### src/shared/tone_regs_pkg.sv
// Register layout, field positions and timing constants of the tone transceiver control block
package tone_regs_pkg;
    // ----------------------------------------
    // Control register A fields
    // ----------------------------------------
    localparam int CTLA_TONE_OUT_BIT = 0;
    localparam int CTLA_CALL_PROGRESS_BIT = 1;
    localparam int CTLA_IRQ_ENABLE_BIT = 2;
    localparam int CTLA_SECOND_SELECT_BIT = 3;
    // ----------------------------------------
    // Control register B fields
    // ----------------------------------------
    localparam int CTLB_BURST_N_BIT = 0;
    localparam int CTLB_TEST_BIT = 1;
    localparam int CTLB_SINGLE_BIT = 2;
    localparam int CTLB_COLUMN_BIT = 3;
    // ----------------------------------------
    // Status fields
    // ----------------------------------------
    localparam int ST_IRQ_BIT = 0;
    localparam int ST_TX_EMPTY_BIT = 1;
    localparam int ST_RX_FULL_BIT = 2;
    localparam int ST_ABSENT_BIT = 3;
    // ----------------------------------------
    // Register select line values
    // ----------------------------------------
    localparam logic SEL_DATA = 1'b0;
    localparam logic SEL_CONTROL = 1'b1;
    // ----------------------------------------
    // Reset values (not given; burst off, rest clear)
    // ----------------------------------------
    localparam logic [3:0] CTLA_RESET = 4'h0;
    localparam logic [3:0] CTLB_RESET = 4'h1;
    localparam logic [3:0] FLAGS_RESET = 4'h0;
    localparam logic [3:0] RX_DATA_RESET = 4'h0;
    // ----------------------------------------
    // Timing
    // ----------------------------------------
    localparam int CLK_HZ = 50_000_000;
    localparam int BURST_MS = 51;
    localparam int BURST_CYCLES = BURST_MS * (CLK_HZ / 1000);
endpackage : tone_regs_pkg

### src/rtl/pin_sync.sv
// Two-flop synchroniser for a group of pin inputs
module pin_sync #(
    parameter int WIDTH = 1
) (
    input wire logic clk_sys_i,
    input wire logic arst_n_i,
    input wire logic ce_i,
    input wire logic [WIDTH-1:0] async_i,
    output logic [WIDTH-1:0] sync_o
);
    logic [WIDTH-1:0] meta_q;
    logic [WIDTH-1:0] meta_d;
    logic [WIDTH-1:0] sync_q;
    logic [WIDTH-1:0] sync_d;

    always_comb
    begin
        meta_d = async_i;
        sync_d = meta_q;
    end

    always_ff @(posedge clk_sys_i or negedge arst_n_i)
    begin
        if (!arst_n_i)
        begin
            meta_q <= '0;
            sync_q <= '0;
        end
        else if (ce_i)
        begin
            meta_q <= meta_d;
            sync_q <= sync_d;
        end
    end

    assign sync_o = sync_q;
endmodule : pin_sync

### src/rtl/tone_control_status.sv
// Control and status register logic of the tone-signalling transceiver
//
// Contract
// - Control A b0 enables all tone output
// - Control A b1 selects call-progress or dual-tone
// - Call progress plus irq: square wave out
// - No digit detection in call-progress mode
// - Control A b2 enables interrupt function
// - Interrupt low on digit or tx ready
// - Control A b3 steers next write to B
// - After B write, return to A
// - Control B b0 low enables burst mode
// - Burst write gives tone then equal pause
// - Pause end sets tx empty, interrupts
// - Call progress doubles burst and pause
// - Non-burst tone follows tone enable bit
// - Test mode without call progress: interrupt pin follows absent flag
// - Control B b2 selects single or dual tone
// - Control B b3 selects column or row tone
// - Status b0 set by b1/b2, read clears
// - Tx empty set at pause end, read clears
// - Rx full set on valid digit, read clears
// - Absent flag follows tone detector, not reads
// - Receive data holds latest valid digit
// - Bus style sampled at chip select fall
module tone_control_status #(
    parameter int BURST_CYCLES = tone_regs_pkg::BURST_CYCLES
) (
    input wire logic clk_sys_i,
    input wire logic arst_n_i,
    input wire logic ce_i,
    // Adaptive parallel bus pins
    input wire logic chip_select_n_i,
    input wire logic strobe_or_read_i,
    input wire logic rw_or_write_i,
    input wire logic register_select_line_i,
    input wire logic [3:0] data_i,
    output logic [3:0] data_o,
    output logic data_oe_o,
    // Receiver events, same clock
    input wire logic digit_valid_i,
    input wire logic [3:0] digit_code_i,
    input wire logic tone_absent_set_i,
    input wire logic tone_present_set_i,
    input wire logic progress_wave_i,
    // Generator controls
    output logic tone_active_o,
    output logic [3:0] tx_code_o,
    output logic single_tone_o,
    output logic column_tone_o,
    output logic call_progress_select_o,
    output logic digit_detect_enable_o,
    // Open-drain interrupt / call-progress pin
    output logic interrupt_or_progress_out_o,
    output logic interrupt_or_progress_oe_o
);
    // ----------------------------------------
    // Pin synchronisation
    // ----------------------------------------
    logic [7:0] pins_s;
    logic cs_n_s;
    logic ds_s;
    logic rw_s;
    logic rs_s;
    logic [3:0] din_s;

    pin_sync #(.WIDTH(8)) u_sync (
        .clk_sys_i(clk_sys_i),
        .arst_n_i(arst_n_i),
        .ce_i(ce_i),
        .async_i({chip_select_n_i, strobe_or_read_i, rw_or_write_i,
                  register_select_line_i, data_i}),
        .sync_o(pins_s)
    );
    assign {cs_n_s, ds_s, rw_s, rs_s, din_s} = pins_s;

    // ----------------------------------------
    // Bus decode
    // ----------------------------------------
    typedef enum logic [1:0] {ACC_NONE, ACC_READ, ACC_WRITE} access_t;

    logic cs_prev_q, cs_prev_d;
    logic style_read_q, style_read_d;
    logic cycle_q, cycle_d;
    access_t acc_q, acc_d;
    logic acc_rs_q, acc_rs_d;
    logic [3:0] acc_data_q, acc_data_d;
    logic wr_done;
    logic rd_done;
    logic is_read;

    // Read while the bus style's direction lines say read
    function automatic logic bus_is_read(input logic read_style, input logic rw, input logic ds);
        bus_is_read = read_style ? !ds : rw;
    endfunction : bus_is_read

    assign is_read = bus_is_read(style_read_q, rw_s, ds_s);

    always_comb
    begin
        cs_prev_d = cs_n_s;
        style_read_d = style_read_q;
        cycle_d = cycle_q;
        acc_d = acc_q;
        acc_rs_d = acc_rs_q;
        acc_data_d = acc_data_q;
        wr_done = 1'b0;
        rd_done = 1'b0;
        if (cs_prev_q && !cs_n_s)
        begin
            // Strobe high at select fall means read-strobe style
            style_read_d = ds_s;
            cycle_d = 1'b1;
            acc_d = ACC_NONE;
        end
        else if (cycle_q && !cs_n_s)
        begin
            // Latch the access while selected; data may be multiplexed earlier
            if (style_read_q ? (!ds_s || !rw_s) : ds_s)
            begin
                acc_d = is_read ? ACC_READ : ACC_WRITE;
                acc_rs_d = rs_s;
                if (!is_read)
                begin
                    acc_data_d = din_s;
                end
            end
        end
        else if (cycle_q && cs_n_s)
        begin
            // Commit at deselect so a read sees flags before they clear
            cycle_d = 1'b0;
            wr_done = (acc_q == ACC_WRITE);
            rd_done = (acc_q == ACC_READ);
            acc_d = ACC_NONE;
        end
    end

    always_ff @(posedge clk_sys_i or negedge arst_n_i)
    begin
        if (!arst_n_i)
        begin
            cs_prev_q <= 1'b0; // Matches synchroniser reset, no false select fall
            style_read_q <= 1'b0;
            cycle_q <= 1'b0;
            acc_q <= ACC_NONE;
            acc_rs_q <= 1'b0;
            acc_data_q <= 4'h0;
        end
        else if (ce_i)
        begin
            cs_prev_q <= cs_prev_d;
            style_read_q <= style_read_d;
            cycle_q <= cycle_d;
            acc_q <= acc_d;
            acc_rs_q <= acc_rs_d;
            acc_data_q <= acc_data_d;
        end
    end

    // ----------------------------------------
    // Registers
    // ----------------------------------------
    logic [3:0] ctla_q, ctla_d;
    logic [3:0] ctlb_q, ctlb_d;
    logic second_q, second_d;
    logic [3:0] tx_q, tx_d;
    logic [3:0] rx_q, rx_d;
    logic [3:0] flags_q, flags_d;
    logic tx_write;
    logic burst_mode;
    logic cp_mode;
    logic irq_en;
    logic pause_end;

    assign cp_mode = ctla_q[tone_regs_pkg::CTLA_CALL_PROGRESS_BIT];
    assign irq_en = ctla_q[tone_regs_pkg::CTLA_IRQ_ENABLE_BIT];
    assign burst_mode = !ctlb_q[tone_regs_pkg::CTLB_BURST_N_BIT];
    assign tx_write = wr_done && (acc_rs_q == tone_regs_pkg::SEL_DATA);

    always_comb
    begin
        ctla_d = ctla_q;
        ctlb_d = ctlb_q;
        second_d = second_q;
        tx_d = tx_q;
        rx_d = rx_q;
        flags_d = flags_q;
        if (wr_done && acc_rs_q == tone_regs_pkg::SEL_CONTROL)
        begin
            if (second_q)
            begin
                ctlb_d = acc_data_q;
                second_d = 1'b0;
            end
            else
            begin
                ctla_d = acc_data_q;
                second_d = acc_data_q[tone_regs_pkg::CTLA_SECOND_SELECT_BIT];
            end
        end
        if (tx_write)
        begin
            tx_d = acc_data_q;
        end
        // Read clears first so that a same-cycle event wins
        if (rd_done && acc_rs_q == tone_regs_pkg::SEL_CONTROL)
        begin
            flags_d[tone_regs_pkg::ST_TX_EMPTY_BIT] = 1'b0;
            flags_d[tone_regs_pkg::ST_RX_FULL_BIT] = 1'b0;
        end
        if (pause_end)
        begin
            flags_d[tone_regs_pkg::ST_TX_EMPTY_BIT] = 1'b1;
        end
        if (!burst_mode)
        begin
            flags_d[tone_regs_pkg::ST_TX_EMPTY_BIT] = 1'b0;
        end
        if (digit_valid_i && !cp_mode)
        begin
            rx_d = digit_code_i;
            flags_d[tone_regs_pkg::ST_RX_FULL_BIT] = 1'b1;
        end
        if (tone_absent_set_i)
        begin
            flags_d[tone_regs_pkg::ST_ABSENT_BIT] = 1'b1;
        end
        else if (tone_present_set_i)
        begin
            flags_d[tone_regs_pkg::ST_ABSENT_BIT] = 1'b0;
        end
        flags_d[tone_regs_pkg::ST_IRQ_BIT] = flags_d[tone_regs_pkg::ST_TX_EMPTY_BIT]
            | flags_d[tone_regs_pkg::ST_RX_FULL_BIT];
    end

    always_ff @(posedge clk_sys_i or negedge arst_n_i)
    begin
        if (!arst_n_i)
        begin
            ctla_q <= tone_regs_pkg::CTLA_RESET;
            ctlb_q <= tone_regs_pkg::CTLB_RESET;
            second_q <= 1'b0;
            tx_q <= 4'h0;
            rx_q <= tone_regs_pkg::RX_DATA_RESET;
            flags_q <= tone_regs_pkg::FLAGS_RESET;
        end
        else if (ce_i)
        begin
            ctla_q <= ctla_d;
            ctlb_q <= ctlb_d;
            second_q <= second_d;
            tx_q <= tx_d;
            rx_q <= rx_d;
            flags_q <= flags_d;
        end
    end

    // ----------------------------------------
    // Burst timer
    // ----------------------------------------
    typedef enum logic [1:0] {B_IDLE, B_TONE, B_PAUSE} burst_t;

    burst_t bst_q, bst_d;
    logic [31:0] cnt_q, cnt_d;
    logic [31:0] phase_len;

    // Call progress doubles both phases
    assign phase_len = cp_mode ? 32'(2 * BURST_CYCLES) : 32'(BURST_CYCLES);

    always_comb
    begin
        bst_d = bst_q;
        cnt_d = cnt_q;
        pause_end = 1'b0;
        unique case (bst_q)
            B_IDLE:
            begin
                if (tx_write && burst_mode)
                begin
                    bst_d = B_TONE;
                    cnt_d = phase_len - 32'd1;
                end
            end
            B_TONE:
            begin
                if (cnt_q == 32'd0)
                begin
                    bst_d = B_PAUSE;
                    cnt_d = phase_len - 32'd1;
                end
                else
                begin
                    cnt_d = cnt_q - 32'd1;
                end
            end
            B_PAUSE:
            begin
                if (cnt_q == 32'd0)
                begin
                    bst_d = B_IDLE;
                    pause_end = 1'b1;
                end
                else
                begin
                    cnt_d = cnt_q - 32'd1;
                end
            end
        endcase
        if (!burst_mode)
        begin
            bst_d = B_IDLE;
            pause_end = 1'b0;
        end
    end

    always_ff @(posedge clk_sys_i or negedge arst_n_i)
    begin
        if (!arst_n_i)
        begin
            bst_q <= B_IDLE;
            cnt_q <= 32'd0;
        end
        else if (ce_i)
        begin
            bst_q <= bst_d;
            cnt_q <= cnt_d;
        end
    end

    // ----------------------------------------
    // Outputs
    // ----------------------------------------
    logic pin_low_q, pin_low_d;
    logic [3:0] dout_q, dout_d;
    logic tone_q, tone_d;

    always_comb
    begin
        // Tone enable gates both burst and continuous tones
        tone_d = ctla_q[tone_regs_pkg::CTLA_TONE_OUT_BIT]
            && (burst_mode ? (bst_q == B_TONE) : 1'b1);
        dout_d = (rs_s == tone_regs_pkg::SEL_CONTROL) ? flags_q : rx_q;
        if (cp_mode)
        begin
            pin_low_d = irq_en && !progress_wave_i;
        end
        else if (ctlb_q[tone_regs_pkg::CTLB_TEST_BIT])
        begin
            pin_low_d = !flags_q[tone_regs_pkg::ST_ABSENT_BIT];
        end
        else
        begin
            pin_low_d = irq_en && flags_q[tone_regs_pkg::ST_IRQ_BIT];
        end
    end

    always_ff @(posedge clk_sys_i or negedge arst_n_i)
    begin
        if (!arst_n_i)
        begin
            pin_low_q <= 1'b0;
            dout_q <= 4'h0;
            tone_q <= 1'b0;
        end
        else if (ce_i)
        begin
            pin_low_q <= pin_low_d;
            dout_q <= dout_d;
            tone_q <= tone_d;
        end
    end

    assign data_o = dout_q;
    assign data_oe_o = cycle_q && !cs_n_s && is_read;
    assign tone_active_o = tone_q;
    assign tx_code_o = tx_q;
    assign single_tone_o = ctlb_q[tone_regs_pkg::CTLB_SINGLE_BIT];
    assign column_tone_o = ctlb_q[tone_regs_pkg::CTLB_COLUMN_BIT];
    assign call_progress_select_o = cp_mode;
    assign digit_detect_enable_o = !cp_mode;
    assign interrupt_or_progress_out_o = 1'b0;
    assign interrupt_or_progress_oe_o = pin_low_q;
endmodule : tone_control_status

### config.mk
export PLATFORM = sky130hd
export DESIGN_NAME = tone_control_status
export DESIGN_NICKNAME = d
export VERILOG_FILES = /design/src/shared/tone_regs_pkg.sv /design/src/rtl/pin_sync.sv /design/src/rtl/tone_control_status.sv
export SDC_FILE = /design/constraint.sdc
export NUM_CORES = 1
export LEC_CHECK = 0
export ABC_CLOCK_PERIOD_IN_PS = 4050
export BUFFER_PORTS_ARGS = -buffer_cell sky130_fd_sc_hd__buf_2
export CAP_MARGIN = 10
export CORE_ASPECT_RATIO = 1.75
export CORE_MARGIN = 5
export CORE_UTILIZATION = 25
export DETAILED_ROUTE_END_ITERATION = 6
export HOLD_SLACK_MARGIN = 0.06
export MAX_ROUTING_LAYER = met4
export PLACE_DENSITY = 0.51
export RECOVER_POWER = 50
export SYNTH_ARGS = -nofsm -noshare
export SYNTH_HDL_FRONTEND = slang
export SYNTH_SLANG_ARGS = --single-unit
### constraint.sdc
create_clock -name clk_sys_i -period 4.05 [get_ports clk_sys_i]
set_clock_uncertainty 0.05 [all_clocks]
set_input_delay 0.6075 -clock clk_sys_i [delete_from_list [all_inputs] [get_ports clk_sys_i]]
set_output_delay 0.6075 -clock clk_sys_i [all_outputs]
set_load 0.02 [all_outputs]
* Word level (Yosys, flattened, before mapping) *
Index checks and enable logic that the tools add are counted.

word-level totals
  register bits = 86
  input port bits = 19

cells by class
  equal/unequal tests = 11
  bitwise logic cells = 5
  reduce and logical (&&, ||, !) cells = 38
  add/sub/neg operators = 2
  mux-type cells = 40

operators by type and width
  cell                     count
  $mux W32                 3
  $pmux W32 S3             1
  $logic_not A32 Y1        1
  $sub A32 B1 Y32 const B  1
  $sub A23 B1 Y24 const B  1
  $mux W1                  23
  $mux W23                 1
  $mux W2                  10
  $reduce_and A3 Y1        5
  $logic_and A1 B1 Y1      12
  $ne A3 B3 Y1 const B     4
  $reduce_and A2 Y1        5
  $reduce_and A4 Y1        2
  $logic_not A1 Y1         7
  $ne A2 B2 Y1 const B     3
  $pmux W2 S3              1
  $reduce_and A5 Y1        1
  $eq A2 B1 Y1 const B     2
  $eq A2 B2 Y1 const B     2
  $mux W4                  1
  $not A1 Y1               4
  $reduce_bool A2 Y1       2
  $reduce_bool A3 Y1       1
  $logic_not A2 Y1         1
  other kinds (2)          2

* Longest topological paths before layout *
Gate-level depths: netlist of run 1.

  depth in word-level cells = 9
  gate-level depth with buffers = 10

* Hierarchy *
Synthesis of run 1 repeated with hierarchy kept, for this count alone.

second synthesis, totals
  cells, all modules = 448
  area, all modules = 4725.8 um2

modules (own cells, without submodules)
  module               times used  seq. area each (um2)  cells each  area an instance (um2)
  tone_control_status  1           1752.9                414         4076.4
  pin_sync             1           400.4                 34          649.4

* Worst setup path after synthesis of run 1 *
No wires, ideal clock.

  path kind = register -> register
  start = reg cnt_q[21]
  end = reg cnt_q[13]
  cell stages (with the launch flop) = 10
  required time = 3914 ps
  period minus slack after synthesis = 2783 ps
  path buffers = 3
  path slack = 1267 ps
  setup time = 86 ps
  arrival time = 2647 ps
  cell sequence = dfrtp_1 > or4_4 > or4_1 > buf_2 > or3_1 > clkbuf_2 > o31ai_4 > buf_6 > nand2_1 > a32oi_1

on the way
  word-level cells in the longest chain between the ends = 3
  elaborated cells on any way between the ends = 5
  those cells by class = 1 x eq/ne; 2 x mux; 2 x reduce/logical

ends and longest elaborated chain
  what                                                      RTL line                                                source
  start: declaration                                        tone_control_status.sv:265                              logic [31:0] cnt_q, cnt_d;
  start signal: assignment                                  tone_control_status.sv:327                              cnt_q <= cnt_d;
  $logic_not A32 Y1 (*)                                     tone_control_status.sv:287, tone_control_status.sv:299
  $mux W32 / $ne A2 B2 Y1 (equally long branches)           n/a
  $pmux W32 S3 / $reduce_and A3 Y1 (equally long branches)  n/a

Mark *: on every way between the ends. The rest lies on a longest branch, timed or not.
A chain may end at the register's enable or synchronous reset.

* Worst setup path in the final report of run 1 *
  start = reg cnt_q[0]
  end = reg cnt_q[21]

on the way
  word-level cells in the longest chain between the ends = 3
  elaborated cells on any way between the ends = 7
  those cells by class = 1 x add/sub; 1 x eq/ne; 3 x mux; 2 x reduce/logical

ends and longest elaborated chain
  what                                                         RTL line                    source
  $sub A32 B1 Y32 / $logic_not A32 Y1 (equally long branches)  n/a
  $mux W32, or another cell as far along                       tone_control_status.sv:299  if (cnt_q == 32'd0)
  $pmux W32 S3 / $reduce_and A3 Y1 (equally long branches)     n/a

Parallel ways exist; a longest one is shown, timed or not. The select of a mux whose other input is x is not followed.

==> impl_metrics.toml, run 1 <==
[clocking]
ctsResizeCount = 0
cts_tree = "yes"
root_buffer = "clkbuf_16"
ctsHoldBuffers = 0
clk_transition_reported_paths_ps = 70
numCtsBuffers = 9
htreeDepth = 3
cts_num_sinks = 86
clk_path_buf_depth = 2
clk_latency_ps = 340
cts_setup_buffers = 0

[floorplan]
core.rowCount = 64
die_h_um = 186
initial_core_util_pct = 25.4
die_area_um2 = 20600
ioPinCount = 35
coreArea_um2 = 17500
fp.dieW_um = 111

[synthesis]
syn-cell-area_um2 = 4440
synth_top_area_share_pct = 47.9
syn_area_per_cell_um2 = 9.98
synth.top_cells.by_area = "dfrtp_1, mux2_2, o21ai_0"
synth_edf_count = 0
syn_inst = 445
synth_most_common_cell = "dfrtp_1"
synth_fp_nets = 469
ys.flop_type = "dfrtp_1"
seq_area_frac_synth_pct = 48.5
ys.warnings.count = 0
synthTopCellsByCount = "dfrtp_1, o21ai_0, nand2_1"
ys_seq_elements = 86
async_reset_ff_share_pct = 100
yosysUniqueCellTypes = 56
synth_top_cell_by_area = "dfrtp_1"

[setup_path]
reg2reg_slack_ps = 660
r2r-start = "cnt_q[0]"
path_class = "flip-flop to flip-flop"
crit_end = "cnt_q[21]"
crit_path_start = "cnt_q[0]"
cp.arrival_ps = 3560
crit_path_max_fanout = 12
worstSetupEndpointType = "flip-flop"
reg2reg_depth = 9
r2r-end = "cnt_q[21]"
worst_ep_required_time_ps = 4230
startpoint_type = "flip-flop"

[sta]
tightest_slew_ps = 1700
finalSetupViolations = 0
slew_viol_final = 66
finalHoldViolations = 0
tns_ps = 0
min_period_over_period_pct = 83.6
fmax_mhz = 295
post-route-min-period_ps = 3390
slew_headroom_pct = -13.6
rsz0062_at_grt = "no"

[final_layout]
drive_above_1_share_pct = 21.3
fin_nets = 499
fill_cells = 1899
area_growth_pct = 16.3
fin_cells = 711
multi_input_area_um2 = 2120
num_antenna_cells = 0
seqCellArea_um2 = 2150

[job]
max_cap_violations = 1

[placement]
port-buffer-count = 33
place_congestion = 0.870
hpwl_um = 8440
dp_cells = 695

[status]
status = "finished, violations left"
violations = "max-capacitance violations, max-slew violations"

[route]
drt-total-wl_um = 11700
num_vias = 3644
ant_nets = 0
drt-wirelength-per-cell_um = 16.4
vias_per_cell = 5.13
drt-pass1-iter-count = 5
drt_iter0_drc = 301
drc = 0

[pwr]
swShare_pct = 40.3
p_comb_share_pct = 37.1
cell_internal_pwr_mw = 2.06
clock_power_share_pct = 25.3
switchingPower_mw = 1.39
p_per_area_nw_per_um2 = 667
vdd_drop_max_v = 0.000294
seq_power_share_pct = 37.6
leakage_nw = 2.19

[global_routing]
antenna_found_initial = 0
grt_use_total_pct = 11.6
grt_max_degree = 66
grt_pass1_vias = 3732
grt_overflow_total = 0
grt_first_pass_wirelength_um = 19100

[min_path]
hp-class = "flip-flop to flip-flop"
final cells by class:
class,count,share of cell area [%]
Clock buffer,9,4.36
Sequential cell,86,41.7
Inverter,16,1.16
Clock inverter,7,1.55
Tap cell,231,5.60
Multi-Input combinational cell,318,41.0
Timing Repair Buffer,44,4.63
state kept, by name (all words and copies together) (netlist names), 3 cells and up:
| register | flops |
|---|---|
| acc_data_q | 4 |
| cnt_q | 32 |
| ctla_q | 3 |
| ctlb_q | 4 |
| data_o | 4 |
| flags_q | 4 |
| rx_q | 4 |
| tx_code_o | 4 |
| u_sync.meta_q | 8 |
| u_sync.sync_o | 8 |
through the flow:
step | total power [mW] | cell area (um2) | hold slack (ps) | setup WS (ps) | util, %
2_1_floorplan | 2.15 | 4440 | 262 | 1270 | -
3_3_place_gp | 2.54 | 4870 | 409 | 820 | 27.9
3_5_place_dp | 2.57 | 4870 | 413 | 730 | 27.9
4_1_cts | 3.46 | 5170 | 367 | 704 | 29.6
5_1_grt | 3.66 | 5160 | 445 | 494 | 29.6
6_report | 3.44 | 5160 | 416 | 664 | 29.6
cells in the final DEF (no fill, tap or decap), drive strengths merged, types with 13 or more instances in the layout:
| master | instances |
|---|---|
| a21oi | 23 |
| clkbuf | 13 |
| mux2 | 35 |
| nor3 | 15 |
| nor2 | 27 |
| buf | 40 |
| nand2 | 39 |
| dfrtp | 85 |
| o21ai | 42 |
| inv | 19 |
power groups by stage:
| stage | logic (mW) | registers, mW | clock network [mW] |
|---|---|---|---|
| 2_1_floorplan | 0.900 | 1.25 | 0 |
| 3_3_place_gp | 1.24 | 1.30 | 0 |
| 3_5_place_dp | 1.27 | 1.31 | 0 |
| 4_1_cts | 1.27 | 1.29 | 0.893 |
| 5_1_grt | 1.41 | 1.33 | 0.924 |
| 6_report | 1.28 | 1.29 | 0.870 |
routing by layer:
layer | vias to the layer above | share of wire [%] | track usage (%)
li1 | 1692 | - | -
met3 | 38 | 3.4 | 1.56
met2 | 132 | 54 | 21.0
met4 | 0 | 4.2 | 5.50
met1 | 1782 | 38 | 12.3
met5 | - | 0 | -
how the worst min path moves through the flow:
stage / startpoint / endpoint / slack (ps) / depth (start not counted)
floorplan: arst_n_i / acc_data_q[0] / 260 / 0
global placement: interrupt_or_progress_oe_o / interrupt_or_progress_oe_o / 410 / 1
detailed placement: cnt_q[30] / cnt_q[30] / 410 / 1
CTS: arst_n_i / u_sync.meta_q[2] / 370 / 1
global route: cnt_q[30] / cnt_q[30] / 440 / 1
finish: cnt_q[30] / cnt_q[30] / 420 / 1
logic make-up after synthesis:
family          count (synthesis)  share of synthesized area [%]
compound gates                118                           17.2
xor+xnor                        9                           1.78
fa+ha+maj                       5                           1.41
buf+inv                        41                           3.86
flops                          86                           48.5
mux                            43                           10.7
other cells                     1                         0.0844
simple gates                  142                           16.5
worst max-delay path, cell delays in order, from the launching register on:
cell and delay, ps:
dfrtp_1 430, inv_1 120, ha_1 260, nor2b_1 250, nand3_1 110, buf_4 200, or4_1 630, o41ai_1 730
o32ai_1 150, a221o_1 340
Note: power is estimated with default switching activity, not from simulation.
==> run 2: changes to the inputs <==
--- a/config.mk
+++ b/config.mk
@@ -5,7 +5,8 @@
 export SDC_FILE = /design/constraint.sdc
 export NUM_CORES = 1
 export LEC_CHECK = 0
-export ABC_CLOCK_PERIOD_IN_PS = 4050
+export ABC_AREA = 1
+export ABC_CLOCK_PERIOD_IN_PS = 3100
 export BUFFER_PORTS_ARGS = -buffer_cell sky130_fd_sc_hd__buf_2
 export CAP_MARGIN = 10
 export CORE_ASPECT_RATIO = 1.75
@@ -14,7 +15,7 @@
 export DETAILED_ROUTE_END_ITERATION = 6
 export HOLD_SLACK_MARGIN = 0.06
 export MAX_ROUTING_LAYER = met4
-export PLACE_DENSITY = 0.51
+export PLACE_DENSITY = 0.52
 export RECOVER_POWER = 50
 export SYNTH_ARGS = -nofsm -noshare
 export SYNTH_HDL_FRONTEND = slang
==> constraint.sdc (replaced) <==
create_clock -name clk_sys_i -period 3.1 [get_ports clk_sys_i]
set_clock_uncertainty 0.05 [all_clocks]
set_input_delay 0.465 -clock clk_sys_i [delete_from_list [all_inputs] [get_ports clk_sys_i]]
set_output_delay 0.465 -clock clk_sys_i [all_outputs]
set_load 0.02 [all_outputs]
==> impl_metrics.toml, run 2 <==
[synthesis]
async_reset_ff_share_pct = 100
synth_fp_nets = 696
synth_compound_area_share_pct = 8.26
seq_area_frac_synth_pct = 44.6
synth.top_cells.by_area = "dfrtp_1, nand2_1, nor2_1"
synthMuxAreaShare_pct = 0.699
synth-adder-area-share_pct = 1.30
synth_top_area_share_pct = 44.0
synth_edf_count = 0
synth_most_common_cell = "nand2_1"
synthTopCellsByCount = "nand2_1, dfrtp_1, nor2_1"
synthXorXnorAreaFrac_pct = 1.81
syn_area_per_cell_um2 = 7.19
ys_seq_elements = 86
ys.warnings.count = 0
synth_top_cell_by_area = "dfrtp_1"
yosysUniqueCellTypes = 40
ys.flop_type = "dfrtp_1"
synth_top_family_by_area = "simple AND/OR/NAND/NOR gates"
yosys.area_share.simple_pct = 36.4
syn-cell-area_um2 = 4830
syn_inst = 672

[final_layout]
largest_reg_flops = 32
drive_above_1_share_pct = 11.4
num_antenna_cells = 0
final_common_cell = "nand2_1"
top_register = "cnt_q"
fin_nets = 732
mostFrequentLayoutCells = "nand2_1, dfrtp_1, nor2_1"
area_growth_pct = 15.2

[setup_path]
path_delay_family = "simple AND/OR/NAND/NOR gates"
crit_path_max_fanout = 25
cp.arrival_ps = 2420
crit_chain = "inv_1 > ha_1 > nand2_2 > nor2_8 > nand2_4 > nor2_8 > nand3_4 > nand2_4 > inv_4 > nor2_1 > a21oi_1"
slowest_stage = "dfrtp_1"
cp_num_buf_inv = 2
worst_ep_required_time_ps = 3260
startpoint_type = "flip-flop"
worstSetupEndpointType = "flip-flop"
path_class = "flip-flop to flip-flop"
critPathMaxStageDelay_ps = 370

[clocking]
clk_path_buf_depth = 2
ctsHoldBuffers = 0
clk_transition_reported_paths_ps = 70
htreeDepth = 3
clk_latency_ps = 340
cts_num_sinks = 86
root_buffer = "clkbuf_16"
ctsResizeCount = 0
numCtsBuffers = 9
cts_setup_buffers = 0
cts_tree = "yes"

[sta]
tns_ps = 0
fmax_mhz = 442
finalSetupViolations = 0
min_period_over_period_pct = 73.0
rsz0062_at_grt = "no"
slew_viol_final = 0
tightest_slew_ps = 1190
slew_headroom_pct = 20.6
finalHoldViolations = 0
post-route-min-period_ps = 2260

[pwr]
swShare_pct = 35.4
switchingPower_mw = 1.16
clock_power_share_pct = 33.1
p_comb_share_pct = 23.5
cell_internal_pwr_mw = 2.11
vdd_drop_max_v = 0.000310
power_mw = 3.26
leakage_nw = 2.86
seq_power_share_pct = 43.5
p_per_area_nw_per_um2 = 586

[route]
vias_per_cell = 4.57
drt-pass1-iter-count = 4
drt_iter0_drc = 226
drt-total-wl_um = 13600
num_vias = 4363
drt-wirelength-per-cell_um = 14.2
ant_nets = 0
drc = 0

[placement]
hpwl_um = 10400
port-buffer-count = 33
place_congestion = 0.922

[global_routing]
grt_use_total_pct = 13.0
grt_first_pass_wirelength_um = 22400
grt_pass1_vias = 4429
antenna_found_initial = 0
grt_overflow_total = 0
grt_max_degree = 45

[floorplan]
fp.dieW_um = 115
core.rowCount = 67
die_area_um2 = 22300
die_h_um = 194
ioPinCount = 35
initial_core_util_pct = 25.3
coreArea_um2 = 19100

[job]
max_cap_violations = 0

[min_path]
hp-class = "primary input to asynchronous set/reset pin"

[status]
status = "complete, no violations"
run 2: logic make-up after synthesis:
kind of cell / count (synthesis)
simple gates: 413
mux: 3
other cells: 1
buf+inv: 82
flops: 86
fa+ha+maj: 5
xor+xnor: 10
compound gates: 72
run 2: area by class of cell:
class	instances	area [um2]
tap	241	302
clock buffer	10	239
timing repair buffer	41	220
fill	2180	13500
sequential	86	2150
multi-input combinational	504	2350
clock inverter	6	53.8
inverter	66	250
run 2: stage by stage:
step / utilization [%] / cell area (um2) / worst slack (ps) / hold slack [ps] / instances
after floorplan: - / 4830 / 1210 / 119 / 672
after global placement: 27.7 / 5290 / 874 / 406 / 938
after detailed placement: 27.7 / 5290 / 838 / 409 / 938
after CTS: 29.2 / 5580 / 822 / 83.3 / 954
after global routing: 29.1 / 5560 / 615 / 105 / 954
final: 29.1 / 5560 / 838 / 61.5 / 954
run 2: per-layer routing:
| layer | global-route usage [%] | routed length, um |
|---|---|---|
| met5 | - | 0 |
| met4 | 5.35 | 507 |
| met3 | 1.62 | 347 |
| met2 | 24.7 | 7800 |
| met1 | 13.0 | 4920 |
run 2: worst paths after layout:
kind,startpoint,end,slack [ps],cells after the start
min in group clk_sys_i,digit_code_i[2],rx_q[2],270,3
hold reg to reg,u_sync.meta_q[4],u_sync.meta_q[4],420,2
setup / recovery,cnt_q[0],cnt_q[8],840,11
hold / removal,arst_n_i,u_sync.sync_o[3],60,1
setup reg to reg,cnt_q[0],cnt_q[8],840,11
max in group asynchronous,arst_n_i,cnt_q[28],1380,2
run 2: power groups by stage:
stage	combinational (mW)	sequential [mW]	clock [mW]
6_report	0.765	1.42	1.08
5_1_grt	0.885	1.44	1.15
4_1_cts	0.782	1.42	1.11
3_5_place_dp	0.779	1.44	0
3_3_place_gp	0.773	1.44	0
2_1_floorplan	0.522	1.43	0
